**config.mk**
```make
export PLATFORM = sky130hd
export DESIGN_NAME = sbsc_top
export DESIGN_NICKNAME = d
export VERILOG_FILES = /design/src/include/sbsc_pkg.sv /design/src/include/sbsc_burst_if.sv /design/src/core/sbsc_burst_counter.sv /design/src/core/sbsc_top.sv
export VERILOG_INCLUDE_DIRS = /design/src /design/src/include
export SDC_FILE = /design/constraint.sdc
export NUM_CORES = 1
export LEC_CHECK = 0
export BUFFER_PORTS_ARGS = -buffer_cell sky130_fd_sc_hd__buf_2
export CAP_MARGIN = 30
export CORE_MARGIN = 3
export CORE_UTILIZATION = 50
export DETAILED_ROUTE_END_ITERATION = 10
export PLACE_DENSITY = 0.77
export REMOVE_ABC_BUFFERS = 1
export SYNTH_ARGS = -nofsm -noshare
export SYNTH_HDL_FRONTEND = slang
export SYNTH_HIERARCHICAL = 1
export SYNTH_SLANG_ARGS = --single-unit
```
**constraint.sdc**
```tcl
create_clock -name aclk -period 2.6 [get_ports aclk]
set_input_delay 0.13 -clock aclk [delete_from_list [all_inputs] [get_ports aclk]]
set_output_delay 0.13 -clock aclk [all_outputs]
set_load 0.05 [all_outputs]
```
**src/include/sbsc_defines.svh**
```systemverilog
// Constants of the burst and sleep controller: widths, timing, offsets and reset values.
`ifndef SBSC_DEFINES_SVH
`define SBSC_DEFINES_SVH

`define SBSC_ADDR_W      4
`define SBSC_LOW_W       2
`define SBSC_DATA_W      32
`define SBSC_BE_W        4
`define SBSC_BYTE_W      8
`define SBSC_DEPTH       16

`define SBSC_CLK_NS      10
`define SBSC_ZZI_CYCLES  2'h2
`define SBSC_ZZR_NS      100
`define SBSC_REC_W       16
`define SBSC_ZZR_CYCLES  (((`SBSC_ZZR_NS) + (`SBSC_CLK_NS) - 1) / (`SBSC_CLK_NS))

`define SBSC_OFF_STATUS  32'h0000_0000
`define SBSC_OFF_RECOV   32'h0000_0004
`define SBSC_RESP_OKAY   2'h0
`define SBSC_RESP_SLVERR 2'h2

`define SBSC_SYNC_W      3
`define SBSC_SYNC_ZZ     0
`define SBSC_SYNC_ORDER  1
`define SBSC_SYNC_FT_N   2
`define SBSC_SYNC_RST    3'h4

`endif

```
**src/include/sbsc_pkg.sv**
```systemverilog
// Types shared by the burst and sleep controller modules.
package sbsc_pkg;
	`include "sbsc_defines.svh"

	typedef logic [`SBSC_ADDR_W-1:0] sbsc_addr_t;
	typedef logic [`SBSC_DATA_W-1:0] sbsc_data_t;
	typedef logic [`SBSC_BE_W-1:0]   sbsc_be_t;
	typedef logic [`SBSC_LOW_W-1:0]  sbsc_low_t;

	typedef enum logic [2:0] {
		SBSC_RW_DESEL = 3'h1,
		SBSC_RW_READ  = 3'h2,
		SBSC_RW_WRITE = 3'h4
	} sbsc_rw_e;

	typedef enum logic [3:0] {
		SBSC_SL_ACTIVE  = 4'h1,
		SBSC_SL_ENTER   = 4'h2,
		SBSC_SL_SLEEP   = 4'h4,
		SBSC_SL_RECOVER = 4'h8
	} sbsc_sleep_e;

	typedef struct packed {
		logic [21:0] zero;
		sbsc_low_t   burst_count;
		sbsc_rw_e    rw_state;
		logic        interleaved;
		logic        flow_through;
		logic        entering;
		logic        recovering;
		logic        sleeping;
	} sbsc_status_s;
endpackage

```
**src/include/sbsc_burst_if.sv**
```systemverilog
// Link between the control core and the two-bit burst address counter.
`timescale 1ns/10ps
`include "sbsc_defines.svh"
interface sbsc_burst_if;
	logic                   load;
	logic                   step;
	logic                   order;
	logic [`SBSC_LOW_W-1:0] start_low;
	logic [`SBSC_LOW_W-1:0] low_next;
	logic [`SBSC_LOW_W-1:0] count;

	modport ctrl (output load, output step, output order, output start_low,
		input low_next, input count);
	modport counter (input load, input step, input order, input start_low,
		output low_next, output count);
endinterface

```
**src/core/sbsc_burst_counter.sv**
```systemverilog
// Two-bit burst counter producing linear or interleaved low address bits.
`timescale 1ns/10ps
module sbsc_burst_counter (
	input  wire logic     aclk,
	input  wire logic     aresetn,
	sbsc_burst_if.counter bus
);
	import sbsc_pkg::*;

	sbsc_low_t start_q;
	sbsc_low_t start_d;
	sbsc_low_t cnt_q;
	sbsc_low_t cnt_d;
	sbsc_low_t cnt_inc;

	always_comb begin
		start_d = start_q;
		cnt_d   = cnt_q;
		if (bus.load) begin
			start_d = bus.start_low;
			cnt_d   = '0;
		end else if (bus.step) begin
			cnt_d = cnt_inc;
		end
	end

	always_ff @(posedge aclk) begin
		if (!aresetn) begin
			start_q <= '0;
			cnt_q   <= '0;
		end else begin
			start_q <= start_d;
			cnt_q   <= cnt_d;
		end
	end

	// The counter wraps by its own width, so the fifth access lands on the start again.
	assign cnt_inc      = cnt_q + sbsc_low_t'(1);
	assign bus.low_next = bus.order ? (start_q ^ cnt_inc)
		: (start_q + cnt_inc);
	assign bus.count    = cnt_q;
endmodule // sbsc_burst_counter

```
**src/core/sbsc_top.sv**
```systemverilog
// Burst address and sleep control of a synchronous SRAM, with an AXI4-Lite status port.
// What this block does
// - Advance high on an enabled edge steps the counter and uses its address.
// - Advance low on an enabled edge loads the external address as burst start.
// - The burst covers four addresses and wraps to the start on the fifth.
// - Order pin low gives linear order, low bits counting up modulo four.
// - Order pin high gives interleaved order, start XOR the access count.
// - Sleep pin low means active, high means standby; reset default is low.
// - Mode pin high or open selects pipelined, low selects flow-through.
// - Sleep is entered two cycles after the synchronised request level rises; state is kept.
// - While sleeping, commands are ignored and the data bus is not driven.
// - The sleep request is asynchronous and sleep lasts while it is high.
// - After recovery time the device resumes with its preserved state.
// - A hold edge freezes both the control and data pipeline state.
// - Pipelined write data is taken at the third edge from the command.
// - Flow-through write data is taken at the second edge from the command.
// - During a hold the block stalls and a pipelined read keeps driving.
`timescale 1ns/10ps
`include "sbsc_defines.svh"
module sbsc_top (
	input  wire logic               aclk,
	input  wire logic               aresetn,
	input  wire logic [31:0]        s_axi_awaddr,
	input  wire logic               s_axi_awvalid,
	output logic                    s_axi_awready,
	input  wire logic [31:0]        s_axi_wdata,
	input  wire logic [3:0]         s_axi_wstrb,
	input  wire logic               s_axi_wvalid,
	output logic                    s_axi_wready,
	output logic [1:0]              s_axi_bresp,
	output logic                    s_axi_bvalid,
	input  wire logic               s_axi_bready,
	input  wire logic [31:0]        s_axi_araddr,
	input  wire logic               s_axi_arvalid,
	output logic                    s_axi_arready,
	output logic [31:0]             s_axi_rdata,
	output logic [1:0]              s_axi_rresp,
	output logic                    s_axi_rvalid,
	input  wire logic               s_axi_rready,
	input  wire sbsc_pkg::sbsc_addr_t sram_addr,
	input  wire logic               advance_or_load,
	input  wire logic               clk_enable_n,
	input  wire logic               chip_en1_n,
	input  wire logic               chip_en2,
	input  wire logic               chip_en3_n,
	input  wire logic               write_en_n,
	input  wire sbsc_pkg::sbsc_be_t byte_write_n,
	input  wire sbsc_pkg::sbsc_data_t dq_in,
	output sbsc_pkg::sbsc_data_t    dq_out,
	output logic                    dq_oe,
	input  wire logic               sleep_request,
	input  wire logic               burst_order_select,
	input  wire logic               flow_through_select_n
);
	import sbsc_pkg::*;

	sbsc_burst_if burst ();

	sbsc_burst_counter u_counter (
		.aclk    (aclk),
		.aresetn (aresetn),
		.bus     (burst)
	);

	// Pin synchronisers: three stages, a level counts once stages two and three agree.
	logic [`SBSC_SYNC_W-1:0] s1_q, s2_q, s3_q, lvl_q, lvl_d, agree;
	always_comb begin
		agree = ~(s2_q ^ s3_q);
		lvl_d = (agree & s3_q) | (~agree & lvl_q);
	end
	always_ff @(posedge aclk) begin
		if (!aresetn) begin
			s1_q  <= `SBSC_SYNC_RST;
			s2_q  <= `SBSC_SYNC_RST;
			s3_q  <= `SBSC_SYNC_RST;
			lvl_q <= `SBSC_SYNC_RST;
		end else begin
			s1_q  <= {flow_through_select_n, burst_order_select, sleep_request};
			s2_q  <= s1_q;
			s3_q  <= s2_q;
			lvl_q <= lvl_d;
		end
	end

	logic zz_lvl, interleaved, flow_through;
	assign zz_lvl       = lvl_q[`SBSC_SYNC_ZZ];
	assign interleaved  = lvl_q[`SBSC_SYNC_ORDER];
	assign flow_through = ~lvl_q[`SBSC_SYNC_FT_N];

	// Sleep sequencing. It never stalls on the clock enable, since sleep ignores it.
	sbsc_sleep_e sl_q, sl_d;
	logic [1:0] ent_q, ent_d;
	logic [`SBSC_REC_W-1:0] rec_q, rec_d, recov_q, recov_d;
	always_comb begin
		sl_d  = sl_q;
		ent_d = ent_q;
		rec_d = rec_q;
		case (sl_q)
			SBSC_SL_ACTIVE: begin
				if (zz_lvl) begin
					sl_d  = SBSC_SL_ENTER;
					ent_d = 2'h1;
				end
			end
			SBSC_SL_ENTER: begin
				if (!zz_lvl) begin
					sl_d = SBSC_SL_ACTIVE;
				end else if (ent_q == `SBSC_ZZI_CYCLES - 2'h1) begin
					sl_d = SBSC_SL_SLEEP;
				end else begin
					ent_d = ent_q + 2'h1;
				end
			end
			SBSC_SL_SLEEP: begin
				if (!zz_lvl) begin
					sl_d  = SBSC_SL_RECOVER;
					rec_d = '0;
				end
			end
			SBSC_SL_RECOVER: begin
				rec_d = rec_q + `SBSC_REC_W'(1);
				if (zz_lvl) begin
					sl_d = SBSC_SL_SLEEP;
				end else if (rec_d >= recov_q) begin
					sl_d = SBSC_SL_ACTIVE;
				end
			end
			default: sl_d = SBSC_SL_ACTIVE;
		endcase
	end
	always_ff @(posedge aclk) begin
		if (!aresetn) begin
			sl_q  <= SBSC_SL_ACTIVE;
			ent_q <= '0;
			rec_q <= '0;
		end else begin
			sl_q  <= sl_d;
			ent_q <= ent_d;
			rec_q <= rec_d;
		end
	end

	// Command decode. A hold edge leaves every piece of pipeline state alone; sleep does too, except that it clears dq_oe.
	logic run, sel, any_be, recovering, refuse, cur_rd, cur_wr;
	sbsc_rw_e rw_q, rw_d;
	sbsc_addr_t upper_q, upper_d, cur_addr;
	always_comb begin
		run        = !clk_enable_n && (sl_q != SBSC_SL_SLEEP);
		sel        = !chip_en1_n && chip_en2 && !chip_en3_n;
		any_be     = ~&byte_write_n;
		recovering = (sl_q == SBSC_SL_RECOVER);
		// Writes arriving while recovering are dropped rather than risk the array.
		refuse     = recovering && !write_en_n;
		rw_d       = rw_q;
		upper_d    = upper_q;
		cur_rd     = 1'b0;
		cur_wr     = 1'b0;
		cur_addr   = {upper_q[`SBSC_ADDR_W-1:`SBSC_LOW_W], burst.low_next};
		if (run && !advance_or_load) begin
			cur_addr = sram_addr;
			if (sel && !refuse) begin
				upper_d = sram_addr;
				rw_d    = write_en_n ? SBSC_RW_READ : SBSC_RW_WRITE;
				cur_rd  = write_en_n;
				cur_wr  = !write_en_n && any_be;
			end else begin
				rw_d = SBSC_RW_DESEL;
			end
		end else if (run) begin
			cur_rd = (rw_q == SBSC_RW_READ);
			cur_wr = (rw_q == SBSC_RW_WRITE) && any_be && !recovering;
		end
		burst.load      = run && !advance_or_load && sel && !refuse;
		burst.step      = run && advance_or_load;
		burst.order     = interleaved;
		burst.start_low = sram_addr[`SBSC_LOW_W-1:0];
	end

	// Data pipeline: stage one holds the command edge, stage two the edge after it.
	logic s1_rd_q, s1_rd_d, s1_wr_q, s1_wr_d, s2_wr_q, s2_wr_d;
	sbsc_addr_t s1_addr_q, s1_addr_d, s2_addr_q, s2_addr_d;
	sbsc_be_t s1_be_q, s1_be_d, s2_be_q, s2_be_d;
	sbsc_data_t mem [`SBSC_DEPTH];
	sbsc_data_t out_q, out_d;
	logic oe_q, oe_d, mem_we;
	sbsc_addr_t mem_waddr;
	sbsc_be_t mem_be;
	always_comb begin
		s1_rd_d   = s1_rd_q;
		s1_wr_d   = s1_wr_q;
		s1_addr_d = s1_addr_q;
		s1_be_d   = s1_be_q;
		s2_wr_d   = s2_wr_q;
		s2_addr_d = s2_addr_q;
		s2_be_d   = s2_be_q;
		out_d     = out_q;
		oe_d      = oe_q;
		mem_we    = 1'b0;
		mem_waddr = s1_addr_q;
		mem_be    = s1_be_q;
		if (run) begin
			s1_rd_d   = cur_rd;
			s1_wr_d   = cur_wr;
			s1_addr_d = cur_addr;
			s1_be_d   = ~byte_write_n;
			s2_wr_d   = s1_wr_q;
			s2_addr_d = s1_addr_q;
			s2_be_d   = s1_be_q;
			if (flow_through) begin
				mem_we = s1_wr_q;
				out_d  = mem[cur_addr];
				oe_d   = cur_rd;
			end else begin
				mem_we    = s2_wr_q;
				mem_waddr = s2_addr_q;
				mem_be    = s2_be_q;
				out_d     = mem[s1_addr_q];
				oe_d      = s1_rd_q;
			end
		end else if (sl_q == SBSC_SL_SLEEP) begin
			oe_d = 1'b0;
		end
	end
	always_ff @(posedge aclk) begin
		if (!aresetn) begin
			s1_rd_q   <= 1'b0;
			s1_wr_q   <= 1'b0;
			s1_addr_q <= '0;
			s1_be_q   <= '0;
			s2_wr_q   <= 1'b0;
			s2_addr_q <= '0;
			s2_be_q   <= '0;
			out_q     <= '0;
			oe_q      <= 1'b0;
			rw_q      <= SBSC_RW_DESEL;
			upper_q   <= '0;
		end else begin
			s1_rd_q   <= s1_rd_d;
			s1_wr_q   <= s1_wr_d;
			s1_addr_q <= s1_addr_d;
			s1_be_q   <= s1_be_d;
			s2_wr_q   <= s2_wr_d;
			s2_addr_q <= s2_addr_d;
			s2_be_q   <= s2_be_d;
			out_q     <= out_d;
			oe_q      <= oe_d;
			rw_q      <= rw_d;
			upper_q   <= upper_d;
		end
	end
	// The array holds data only and is left uninitialised on reset.
	always_ff @(posedge aclk) begin
		for (int b = 0; b < `SBSC_BE_W; b++) begin
			if (mem_we && mem_be[b]) begin
				mem[mem_waddr][b*`SBSC_BYTE_W +: `SBSC_BYTE_W] <= dq_in[b*`SBSC_BYTE_W +: `SBSC_BYTE_W];
			end
		end
	end
	assign dq_out = out_q;
	assign dq_oe  = oe_q;

	// AXI4-Lite slave: status read-only, recovery length read-write.
	logic aw_got_q, aw_got_d, w_got_q, w_got_d, bvalid_q, bvalid_d, awready_q, awready_d;
	logic wready_q, wready_d, arready_q, arready_d, rvalid_q, rvalid_d;
	logic [31:0] awaddr_q, awaddr_d, wdata_q, wdata_d, rdata_q, rdata_d;
	logic [3:0] wstrb_q, wstrb_d;
	logic [1:0] bresp_q, bresp_d, rresp_q, rresp_d;
	sbsc_status_s status;
	always_comb begin
		status              = '0;
		status.burst_count  = burst.count;
		status.rw_state     = rw_q;
		status.interleaved  = interleaved;
		status.flow_through = flow_through;
		status.entering     = (sl_q == SBSC_SL_ENTER);
		status.recovering   = recovering;
		status.sleeping     = (sl_q == SBSC_SL_SLEEP);
		aw_got_d = aw_got_q;
		awaddr_d = awaddr_q;
		w_got_d  = w_got_q;
		wdata_d  = wdata_q;
		wstrb_d  = wstrb_q;
		bvalid_d = bvalid_q;
		bresp_d  = bresp_q;
		recov_d  = recov_q;
		rvalid_d = rvalid_q;
		rdata_d  = rdata_q;
		rresp_d  = rresp_q;
		if (s_axi_awvalid && awready_q) begin
			aw_got_d = 1'b1;
			awaddr_d = s_axi_awaddr;
		end
		if (s_axi_wvalid && wready_q) begin
			w_got_d = 1'b1;
			wdata_d = s_axi_wdata;
			wstrb_d = s_axi_wstrb;
		end
		if (bvalid_q && s_axi_bready) begin
			bvalid_d = 1'b0;
		end
		if (aw_got_q && w_got_q && !bvalid_q) begin
			aw_got_d = 1'b0;
			w_got_d  = 1'b0;
			bvalid_d = 1'b1;
			bresp_d  = `SBSC_RESP_OKAY;
			if (awaddr_q == `SBSC_OFF_RECOV) begin
				for (int b = 0; b < `SBSC_REC_W / `SBSC_BYTE_W; b++) begin
					if (wstrb_q[b]) begin
						recov_d[b*`SBSC_BYTE_W +: `SBSC_BYTE_W] = wdata_q[b*`SBSC_BYTE_W +: `SBSC_BYTE_W];
					end
				end
			end else if (awaddr_q != `SBSC_OFF_STATUS) begin
				bresp_d = `SBSC_RESP_SLVERR;
			end
		end
		awready_d = !aw_got_d && !bvalid_d;
		wready_d  = !w_got_d && !bvalid_d;
		if (rvalid_q && s_axi_rready) begin
			rvalid_d = 1'b0;
		end
		if (s_axi_arvalid && arready_q) begin
			rvalid_d = 1'b1;
			rresp_d  = `SBSC_RESP_OKAY;
			if (s_axi_araddr == `SBSC_OFF_STATUS) begin
				rdata_d = status;
			end else if (s_axi_araddr == `SBSC_OFF_RECOV) begin
				rdata_d = {{(32 - `SBSC_REC_W){1'b0}}, recov_q};
			end else begin
				rdata_d = '0;
				rresp_d = `SBSC_RESP_SLVERR;
			end
		end
		arready_d = !rvalid_d;
	end
	always_ff @(posedge aclk) begin
		if (!aresetn) begin
			aw_got_q  <= 1'b0;
			awaddr_q  <= '0;
			w_got_q   <= 1'b0;
			wdata_q   <= '0;
			wstrb_q   <= '0;
			bvalid_q  <= 1'b0;
			bresp_q   <= `SBSC_RESP_OKAY;
			awready_q <= 1'b0;
			wready_q  <= 1'b0;
			arready_q <= 1'b0;
			rvalid_q  <= 1'b0;
			rdata_q   <= '0;
			rresp_q   <= `SBSC_RESP_OKAY;
			recov_q   <= `SBSC_REC_W'(`SBSC_ZZR_CYCLES);
		end else begin
			aw_got_q  <= aw_got_d;
			awaddr_q  <= awaddr_d;
			w_got_q   <= w_got_d;
			wdata_q   <= wdata_d;
			wstrb_q   <= wstrb_d;
			bvalid_q  <= bvalid_d;
			bresp_q   <= bresp_d;
			awready_q <= awready_d;
			wready_q  <= wready_d;
			arready_q <= arready_d;
			rvalid_q  <= rvalid_d;
			rdata_q   <= rdata_d;
			rresp_q   <= rresp_d;
			recov_q   <= recov_d;
		end
	end
	assign s_axi_awready = awready_q;
	assign s_axi_wready  = wready_q;
	assign s_axi_bvalid  = bvalid_q;
	assign s_axi_bresp   = bresp_q;
	assign s_axi_arready = arready_q;
	assign s_axi_rvalid  = rvalid_q;
	assign s_axi_rdata   = rdata_q;
	assign s_axi_rresp   = rresp_q;
endmodule // sbsc_top

```
Word-level counts from Yosys, hierarchy flattened --
Memories as Yosys holds them, arrays and structs flattened. A register that Yosys moved wholly into a read port is not among the register bits. Cells that the tools add are included.
Storage, ports and cells: bits in registers 206, bits in writable memories 512, bits of input ports 156, output and inout port bits 74, memories kept 1
Operators by class: add/subtract/negate cells 4, order comparisons 1, equality and inequality tests 16, mux-type cells 55, bitwise logic cells 10, reductions and logical operators 51
Memory list:
- mem | depth 16, bits a word 32, read ports 2, clocked after Yosys merged registers in 1, wr ports 1, RTL line sbsc_top.sv:183 | sbsc_data_t mem [`SBSC_DEPTH];
Operator list (count):
- equality test 32 x 3 -> 1 bit, second input constant | 2
- two-way mux 4 bit | 13
- two-way mux 16 bit | 3
- logical NOT 32 bit | 1
- two-way mux 32 bit | 1
- case mux 16 bit (2 select lines) | 1
- nonzero test 32 bit | 1
- logical AND 1 bit | 25
- two-way mux 1 bit | 25
- adder 16 x 1 -> 16 bit, second input constant | 1
- greater-or-equal comparator 16 bit | 1
- two-way mux 2 bit | 8
- case mux 4 bit (4 select lines) | 1
- logical NOT 1 bit | 13
- AND reduction 4 bit | 3
- inequality test 2 bit, second input constant | 4
- AND 3 bit | 2
- two-way mux 3 bit | 2
- inequality test 3 x 2 -> 1 bit, second input constant | 2
- inverter 3 bit | 2
- AND reduction 3 bit | 2
- nonzero test 2 bit | 3
- adder 2 x 1 -> 2 bit, second input constant | 2
- equality test 4 x 1 -> 1 bit, second input constant | 1
- other kinds (16) | 18

Longest topological paths before layout --
Gate-level depths: netlist of run 1.
word-level depth 8, depth in mapped cells 13, gate-level depth less buffers 11

By module --
Netlist of run 1, hierarchy kept.
By module, submodules not included:
- sbsc_top | times used 1, cells each 2418, area each 31684.1 sq um
- sbsc_burst_counter | times used 1, cells each 19, area each 207.7 sq um

Least setup slack after synthesis of run 1 --
No wires, ideal clock.
path type flip-flop to flip-flop, from register sl_q[0], to memory mem[13][16] in the netlist's numbering (enable), arrival time 2474 ps, data required time 2230 ps, path slack -244 ps, cell stages (with the launch flop) 11, clock period less this slack 2844 ps, path through dfxtp_1 buf_6 or4b_1 buf_4 nand2b_1 nor2_1 clkbuf_1 nor3b_1 a31oi_1 or2_2 nor2_1
On the way: cells in the longest elaborated chain, start to end 6, elaborated cells between the ends (all ways) 8, those cells by class 1 x eq/ne; 5 x mux; 2 x reduce/logical
RTL lines:
- start, declared | RTL line sbsc_top.sv:91 | sbsc_sleep_e sl_q, sl_d;
- start signal, assigned | RTL line sbsc_top.sv:137 | sl_q <= sl_d;
- inequality test 4 x 3 -> 1 bit * | RTL line sbsc_top.sv:148 | run = !clk_enable_n && (sl_q != SBSC_SL_SLEEP);
- logical AND 1 bit * | RTL line sbsc_top.sv:148
- two-way mux 1 bit / two-way mux 4 bit (equally long branches) | RTL line sbsc_top.sv:201 | if (run) begin
- logical AND 1 bit | RTL line sbsc_top.sv:254 | if (mem_we && mem_be[b]) begin
- two-way mux 1 bit | RTL line sbsc_top.sv:254
- two-way mux 1 bit | RTL line sbsc_top.sv:255 | mem[mem_waddr][b*`SBSC_BYTE_W +: `SBSC_BYTE_W] <= dq_in[b*`SBSC_BYTE_W +: `SBSC_BYTE_W];
- end, declared | RTL line sbsc_top.sv:183
Every way passes the cells marked *; elsewhere a longest branch is shown, timed or not.

Worst setup path in the final report of run 1 --
from register sl_q[0], to register out_q[18], in the netlist dq_out[18]
On the way: cells in the longest elaborated chain, start to end 6
RTL lines:
- inequality test 4 x 3 -> 1 bit * | RTL line sbsc_top.sv:148
- logical AND 1 bit * | RTL line sbsc_top.sv:148
- logical AND 1 bit | RTL line sbsc_top.sv:159 | if (run && !advance_or_load) begin
- two-way mux 4 bit | RTL line sbsc_top.sv:159
- memory read (16 x 32 bit)
- two-way mux 32 bit | RTL line sbsc_top.sv:209 | if (flow_through) begin
- end signal, assigned | RTL line sbsc_top.sv:245 | out_q <= out_d;
- end, declared | RTL line sbsc_top.sv:184 | sbsc_data_t out_q, out_d;
Marked as above. A chain may end at the register's enable or synchronous reset.

==> results of run 1 <==
[worst register-to-register path, delay by kind of cell, from the launching register on]
kind                   cells  cell delay [ns]
buffers and inverters      4             0.58
and+or+nand+nor            4             0.89
muxes                      1             0.38
DFF                        1             0.32
AOI/OAI and AO/OA          2             0.44
[final timing paths]
check	endpoint	slack, ns	from
worst max-delay path	dq_out[18]	-0.11	sl_q[0]
worst min-delay path	s_axi_rresp[1]	0.07	s_axi_araddr[17]
worst max register to register	dq_out[18]	-0.11	sl_q[0]
worst min register to register	s2_q[2]	0.43	s1_q[2]
[metal layers]
layer,track usage (%),vias to the layer above
met4,12.1,0
met3,6.78,402
li1,-,10100
met5,0,-
met2,45.9,1782
met1,34.4,11800
[sequential cells by signal (all words and copies together) (netlist names), 2 cells and up, named ones only]
signal,flops
awaddr_q,32
dq_out,32
ent_q,2
mem,512
rec_q,16
recov_q,16
rw_q,3
s1_addr_q,4
s1_be_q,4
s1_q,3
s2_addr_q,4
s2_be_q,4
s2_q,3
s3_q,3
s_axi_rdata,16
sl_q,4
u_counter/bus.count,2
u_counter/start_q,2
upper_q,2
wdata_q,16
wstrb_q,2
[cell usage in the layout (no fill, tap or decap), types with 9 or more instances in the layout]
cell type        n
and3_4           9
nor4_1          14
buf_2          193
conb_1          18
nand2_1        379
o21ai_0         55
a22oi_2          9
buf_4          114
edfxtp_1       512
ha_1            18
a21oi_1        120
mux2i_1        189
and2_1          12
a211oi_1        10
a22oi_1         74
clkbuf_1        12
o31ai_1         31
nand2b_1         9
nand3_1         64
bufinv_16        9
nor2_1         138
dfxtp_1        177
clkinv_2         9
nor3_1          21
a31oi_1         26
buf_6           23
inv_1           27
dlygate4sd3_1  105
nand3_2         13
a31oi_2          9
mux4_2         160
clkbuf_16       87
or2_4           11
buf_12          50
dfxtp_2         11
a32oi_2         16
nor2_4          10
[cells in the mapped netlist (11+ instances only)]
library cell	instances	area, µm²
nand2_1	383	1440
clkbuf_1	108	405
mux4_2	160	3600
ha_1	19	238
buf_1	18	67.6
mux2i_1	192	1920
buf_2	21	105
edfxtp_1	512	15400
o21ai_0	55	275
dfxtp_1	190	3800
nand3_1	77	385
buf_4	19	143
a22oi_1	83	623
and3_1	12	75.1
nor2_1	156	586
a211oi_1	11	82.6
nor3_1	23	115
nor4_1	15	93.8
a31oi_1	41	257
a32oi_1	32	280
o31ai_1	34	255
a21oi_1	122	611
and2_1	13	81.3
inv_1	28	105
[power breakdown]
group	total (W)	leakage, nW	switching (W)	internal [W]
Clock	0.0109	1.20	0.00439	0.00648
Sequential	0.0122	6.15	0.000120	0.0121
Combinational	0.00321	6.45	0.00187	0.00134
[timing repair]
| item | in CTS | in global routing |
|---|---|---|
| resized for setup | 41 | 139 |
| hold endpoints to repair | 616 | 0 |
| pin swaps | 13 | 69 |
| gates cloned | 6 | 11 |
| endpoints found under the setup margin | 486 | 424 |
| hold buffers | 105 | 0 |
| setup buffers | 12 | 22 |
[through the flow]
step	util (%)	std cells
floorplan	-	2273
global placement	56.0	3462
detailed placement	56.0	3463
CTS	62.4	3717
global route	64.2	3748
finish	64.2	3750
[area by class of cell]
class | instances | area (µm²) | share of cell area [%]
diodes | 3 | 7.51 | 0.0187
clock buffers | 95 | 2050 | 5.13
clock inverters | 36 | 437 | 1.09
inverters | 28 | 108 | 0.269
multi-input cells | 1545 | 12600 | 31.5
flip-flops and latches | 702 | 19200 | 48.0
well taps | 837 | 1050 | 2.62
repair buffers | 504 | 4580 | 11.4
[cell families (layout without fill, tap and decap cells)]
logic type | after synthesis | after routing
muxes | 354 | 356
other | 1 | 21
buffers and inverters | 209 | 663
AOI/OAI and AO/OA | 401 | 401
adders and majority gates | 19 | 19
xor gates and xnor gates | 17 | 17
and+or+nand+nor | 734 | 734
DFF | 702 | 702
==> flow_summary.yaml, run 1 <==
status:
  outcome: "complete, but fails checks"
  failed_checks: "negative setup slack"
clocking:
  cts_sinks: 702
  cts_buffers: 73
  clock_latency_ns: 0.63
  cts-root-buf: "clkbuf_16"
  clk_pin_slew_ns: 0.07
  tritoncts: "built"
  htreeDepth: 3
  clk_path_buf_depth: 3
drt:
  vias_per_cell: 6.41
  wl_met1_um: 34000
  drc: 0
  drt_iter0_drc: 2835
  drtAntennaViolNets: 0
  drt_wl_total_um: 98100
  wl_per_cell_um: 26.2
  routed-via-count: 24000
  met2_length_um: 47000
  highest_layer: "met4"
  dr.pass1.iters: 6
  met3_length_um: 12100
synth:
  synth-compound-area-share_pct: 8.08
  synth_fa_ha_area_share_pct: 0.745
  synth_xor_area_share_pct: 0.510
  ys.flop_type: "edfxtp_1"
  yosys.area_share.simple_pct: 9.91
  synth_edf_count: 512
  async_reset_ff_share_pct: 0
  muxShareOfSynthArea_pct: 17.4
  yosys_warnings: 6
  syn-cell-area_um2: 31900
  ys_ff_latch: 702
  syn_avg_cell_area_um2: 13.1
  yosysUniqueCellTypes: 64
  synthCells: 2437
  ys_seq_area_share_pct: 60.1
  synth_top_family_by_area: "multiplexers"
setup_path:
  path_delay_family: "simple AND/OR/NAND/NOR gates"
  worstRegToRegCells: 11
  crit_path_max_incr_delay_ns: 0.55
  end_kind: "flop"
  worst_ep_required_time_ns: 3.10
  cp-start-kind: "flop"
  crit_chain: "or4b_4 -> buf_6 -> nand2_8 -> buf_12 -> mux2_4 -> nor2_4 -> buf_6 -> buf_12 -> nand3_1 -> a31oi_1 -> o31ai_1"
  critPathBufInv: 4
  crit_arrival_ns: 3.21
  crit_path_top_delay_cell: "or4b_4"
  critPathMaxFanout: 7
  cp.depth: 11
  criticalPathCategory: "flop to flop"
placement:
  place_congestion: 0.876
  hpwlAfterDp_um: 57300
  port-buffer-count: 193
  dpl_worst_slack_ns: -0.286
  post_dp_cell_area_um2: 34900
sta:
  final.period_utilization_pct: 104
  fmax_mhz: 369
  final_max_slew_viol_count: 0
  setup_tns_ns: -0.887
  hold_viol: 0
  slew_headroom_pct: 34.6
  worst_pin_slew_ns: 0.979
  min_period_ns: 2.71
  rsz0062_at_grt: "yes"
  setup_violations: 24
  whs_ns: 0.0728
  finClkSkew_ns: 0.0387
  fin_ws_ns: -0.108
floorplan:
  die_w_um: 259
  initial_core_util_pct: 51.1
  die_y_um: 259
  dieArea_um2: 66900
  rows: 91
  io_pins: 230
  core_um2: 62400
power:
  power_leakage_nw: 13.8
  total_power_w: 0.0263
  p_per_area_nw_per_um2: 657
  irDropWorstVdd_mv: 0.496
cells_and_area:
  fill_cells: 4273
  final_layout_size_suffix_gt1_share_pct: 28.0
  area.growth.synth_to_final_pct: 25.6
  finalNetCount: 3029
  final_cell_area_um2: 40000
grt:
  grt_overflow_total: 0
  grt_pass1_wl_um: 141000
  grt_pass1_vias: 24200
  track_usage_pct: 27.6
  grt_antenna_before_repair: 4
  grt_max_degree: 69
min_path:
  worstHoldPathType: "input pin to flop"
  whs_path_depth: 6
run:
  maxCapViolCount: 0
No activity file was read; power rests on OpenSTA's default activity.
==> run 2: changes to the inputs <==
--- a/config.mk
+++ b/config.mk
@@ -8,10 +8,12 @@
 export LEC_CHECK = 0
 export BUFFER_PORTS_ARGS = -buffer_cell sky130_fd_sc_hd__buf_2
 export CAP_MARGIN = 30
+export CELL_PAD_IN_SITES_DETAIL_PLACEMENT = 0
+export CELL_PAD_IN_SITES_GLOBAL_PLACEMENT = 1
 export CORE_MARGIN = 3
-export CORE_UTILIZATION = 50
+export CORE_UTILIZATION = 45
 export DETAILED_ROUTE_END_ITERATION = 10
-export PLACE_DENSITY = 0.77
+export PLACE_DENSITY = 0.82
 export REMOVE_ABC_BUFFERS = 1
 export SYNTH_ARGS = -nofsm -noshare
 export SYNTH_HDL_FRONTEND = slang
==> run 2 against run 1 <==
Net effect:
- global-route usage is 3.2 points lower
- via count is 3.9% lower
- the flow still finishes with violations (negative setup slack)
- die area is 11% higher
- first-iteration DRC count is 11% lower
- final cell count is 3.4% higher
- critical path depth stayed put
- highest routed layer is now met5
==> flow_summary.yaml, run 2 (synthesis gave the netlist of run 1 again) <==
status:
  outcome: "complete, but fails checks"
  failed_checks: "negative setup slack"
cells_and_area:
  area.growth.synth_to_final_pct: 25.2
  final_cell_mix: "edfxtp_1, nand2_1, buf_2, mux2i_1, dfxtp_1"
  fill_cells: 5435
  final_common_cell: "edfxtp_1"
  regMostFlops: "mem"
  final_layout_size_suffix_gt1_share_pct: 27.6
  final_cell_area_um2: 39900
  largest_reg_flops: 512
  finalNetCount: 3057
clocking:
  clk_pin_slew_ns: 0.06
  cts-root-buf: "clkbuf_16"
  clk_path_buf_depth: 3
  cts_sinks: 702
  tritoncts: "built"
  cts_buffers: 75
  htreeDepth: 3
  clock_latency_ns: 0.63
sta:
  worst_pin_slew_ns: 0.908
  setup_tns_ns: -1.99
  rsz0062_at_grt: "yes"
  hold_viol: 0
  final_max_slew_viol_count: 0
  fmax_mhz: 370
  min_period_ns: 2.70
  finClkSkew_ns: 0.0245
  setup_violations: 33
  slew_headroom_pct: 39.3
  fin_ws_ns: -0.103
  final.period_utilization_pct: 104
setup_path:
  crit_start: "sl_q[1]"
  worstRegToRegCells: 11
  critPathMaxFanout: 8
  r2r_end: "dq_out[22]"
  crit_chain: "or4b_4 -> nand2_8 -> buf_6 -> mux2_8 -> buf_6 -> nor2_4 -> buf_6 -> buf_12 -> nand3_1 -> a31oi_1 -> o31ai_1"
  end_kind: "flop"
  cp-start-kind: "flop"
  crit_path_top_delay_cell: "or4b_4"
  crit_path_max_incr_delay_ns: 0.59
  r2r-start: "sl_q[1]"
  criticalPathCategory: "flop to flop"
  r2r_slack_ns: -0.10
  crit_arrival_ns: 3.21
  worst_ep_required_time_ns: 3.10
  critPathBufInv: 4
  path_common_cell: "buf_6"
  path_delay_family: "simple AND/OR/NAND/NOR gates"
power:
  power_leakage_nw: 13.9
  p_per_area_nw_per_um2: 656
  total_power_w: 0.0262
  irDropWorstVdd_mv: 0.446
grt:
  grt_pass1_wl_um: 138000
  grt_max_degree: 103
  grt_pass1_vias: 23100
  track_usage_pct: 24.4
  grt_antenna_before_repair: 2
  grt_overflow_total: 0
drt:
  drt_wl_total_um: 93900
  wl_per_cell_um: 24.2
  drc: 0
  drt_iter0_drc: 2532
  routed-via-count: 23100
  drtAntennaViolNets: 0
  vias_per_cell: 5.96
  dr.pass1.iters: 5
placement:
  hpwlAfterDp_um: 58800
  post_dp_cell_area_um2: 35200
  place_congestion: 0.830
  port-buffer-count: 193
floorplan:
  core_um2: 69400
  rows: 96
  die_w_um: 272
  dieArea_um2: 74100
  die_y_um: 272
  initial_core_util_pct: 45.9
  io_pins: 230
run:
  maxCapViolCount: 0
min_path:
  worstHoldStart: "chip_en3_n"
  holdPathEnd: "rw_q[2]"
  whs_path_depth: 6
  worstHoldPathType: "input pin to flop"
run 2: worst min-delay path: cells and delay by family:
kind	cells	cell delay (ns)
compound gates	2	0.25
simple gates	3	0.19
buf+inv	1	0.08
run 2: power breakdown:
group | internal [W] | leakage (nW) | total (W) | switching, W
Clock | 0.00639 | 1.24 | 0.0108 | 0.00445
Combinational | 0.00135 | 6.53 | 0.00314 | 0.00179
Sequential | 0.0121 | 6.15 | 0.0122 | 0.000105
run 2: layer usage:
metal / vias to the layer above / part of all wire, % / GRT usage, %
met4: 2 / 3.4 / 7.82
met3: 234 / 9.9 / 5.88
li1: 10200 / - / -
met5: - / 0.0075 / 0
met2: 1240 / 48 / 40.1
met1: 11500 / 38 / 32.1
run 2: through the flow:
| stage | util (%) | hold slack [ns] | setup slack [ns] | instances |
|---|---|---|---|---|
| after CTS | 56.5 | 0.0233 | -0.0283 | 3857 |
| after global placement | 50.6 | 0.318 | -0.337 | 3583 |
| after floorplan | - | 0.192 | -4.17 | 2273 |
| final | 57.5 | 0.0837 | -0.103 | 3876 |
| after detailed placement | 50.7 | 0.319 | -0.359 | 3584 |
| after global routing | 57.5 | 0.106 | -0.146 | 3875 |
run 2: worst max path at each step:
stage	endpoint	depth (start not counted)
floorplan	dq_out[0]	4
global route	dq_out[22]	11
global placement	dq_out[20]	8
detailed placement	mem[13][21]	7
CTS	dq_out[23]	9
finish	dq_out[22]	11
run 2: area by class of cell:
type	instances	area [µm²]	share of cell area, %
antenna	1	2.50	0.00627
timing repair buffer	531	4570	11.5
inverter	28	108	0.270
sequential	702	19200	48.1
multi-input combinational	1544	12300	30.9
tap	931	1160	2.92
clock inverter	46	459	1.15
clock buffer	93	2070	5.18
run 2: repair_timing:
action                                  4_1_cts  5_1_grt
hold buffers                                119        1
cloned                                        2        6
endpoints found under the setup margin      546      453
hold endpoints to repair                    612        1
pin swaps                                    20       53
gates resized for setup                      36       85
buffers inserted                             13       10
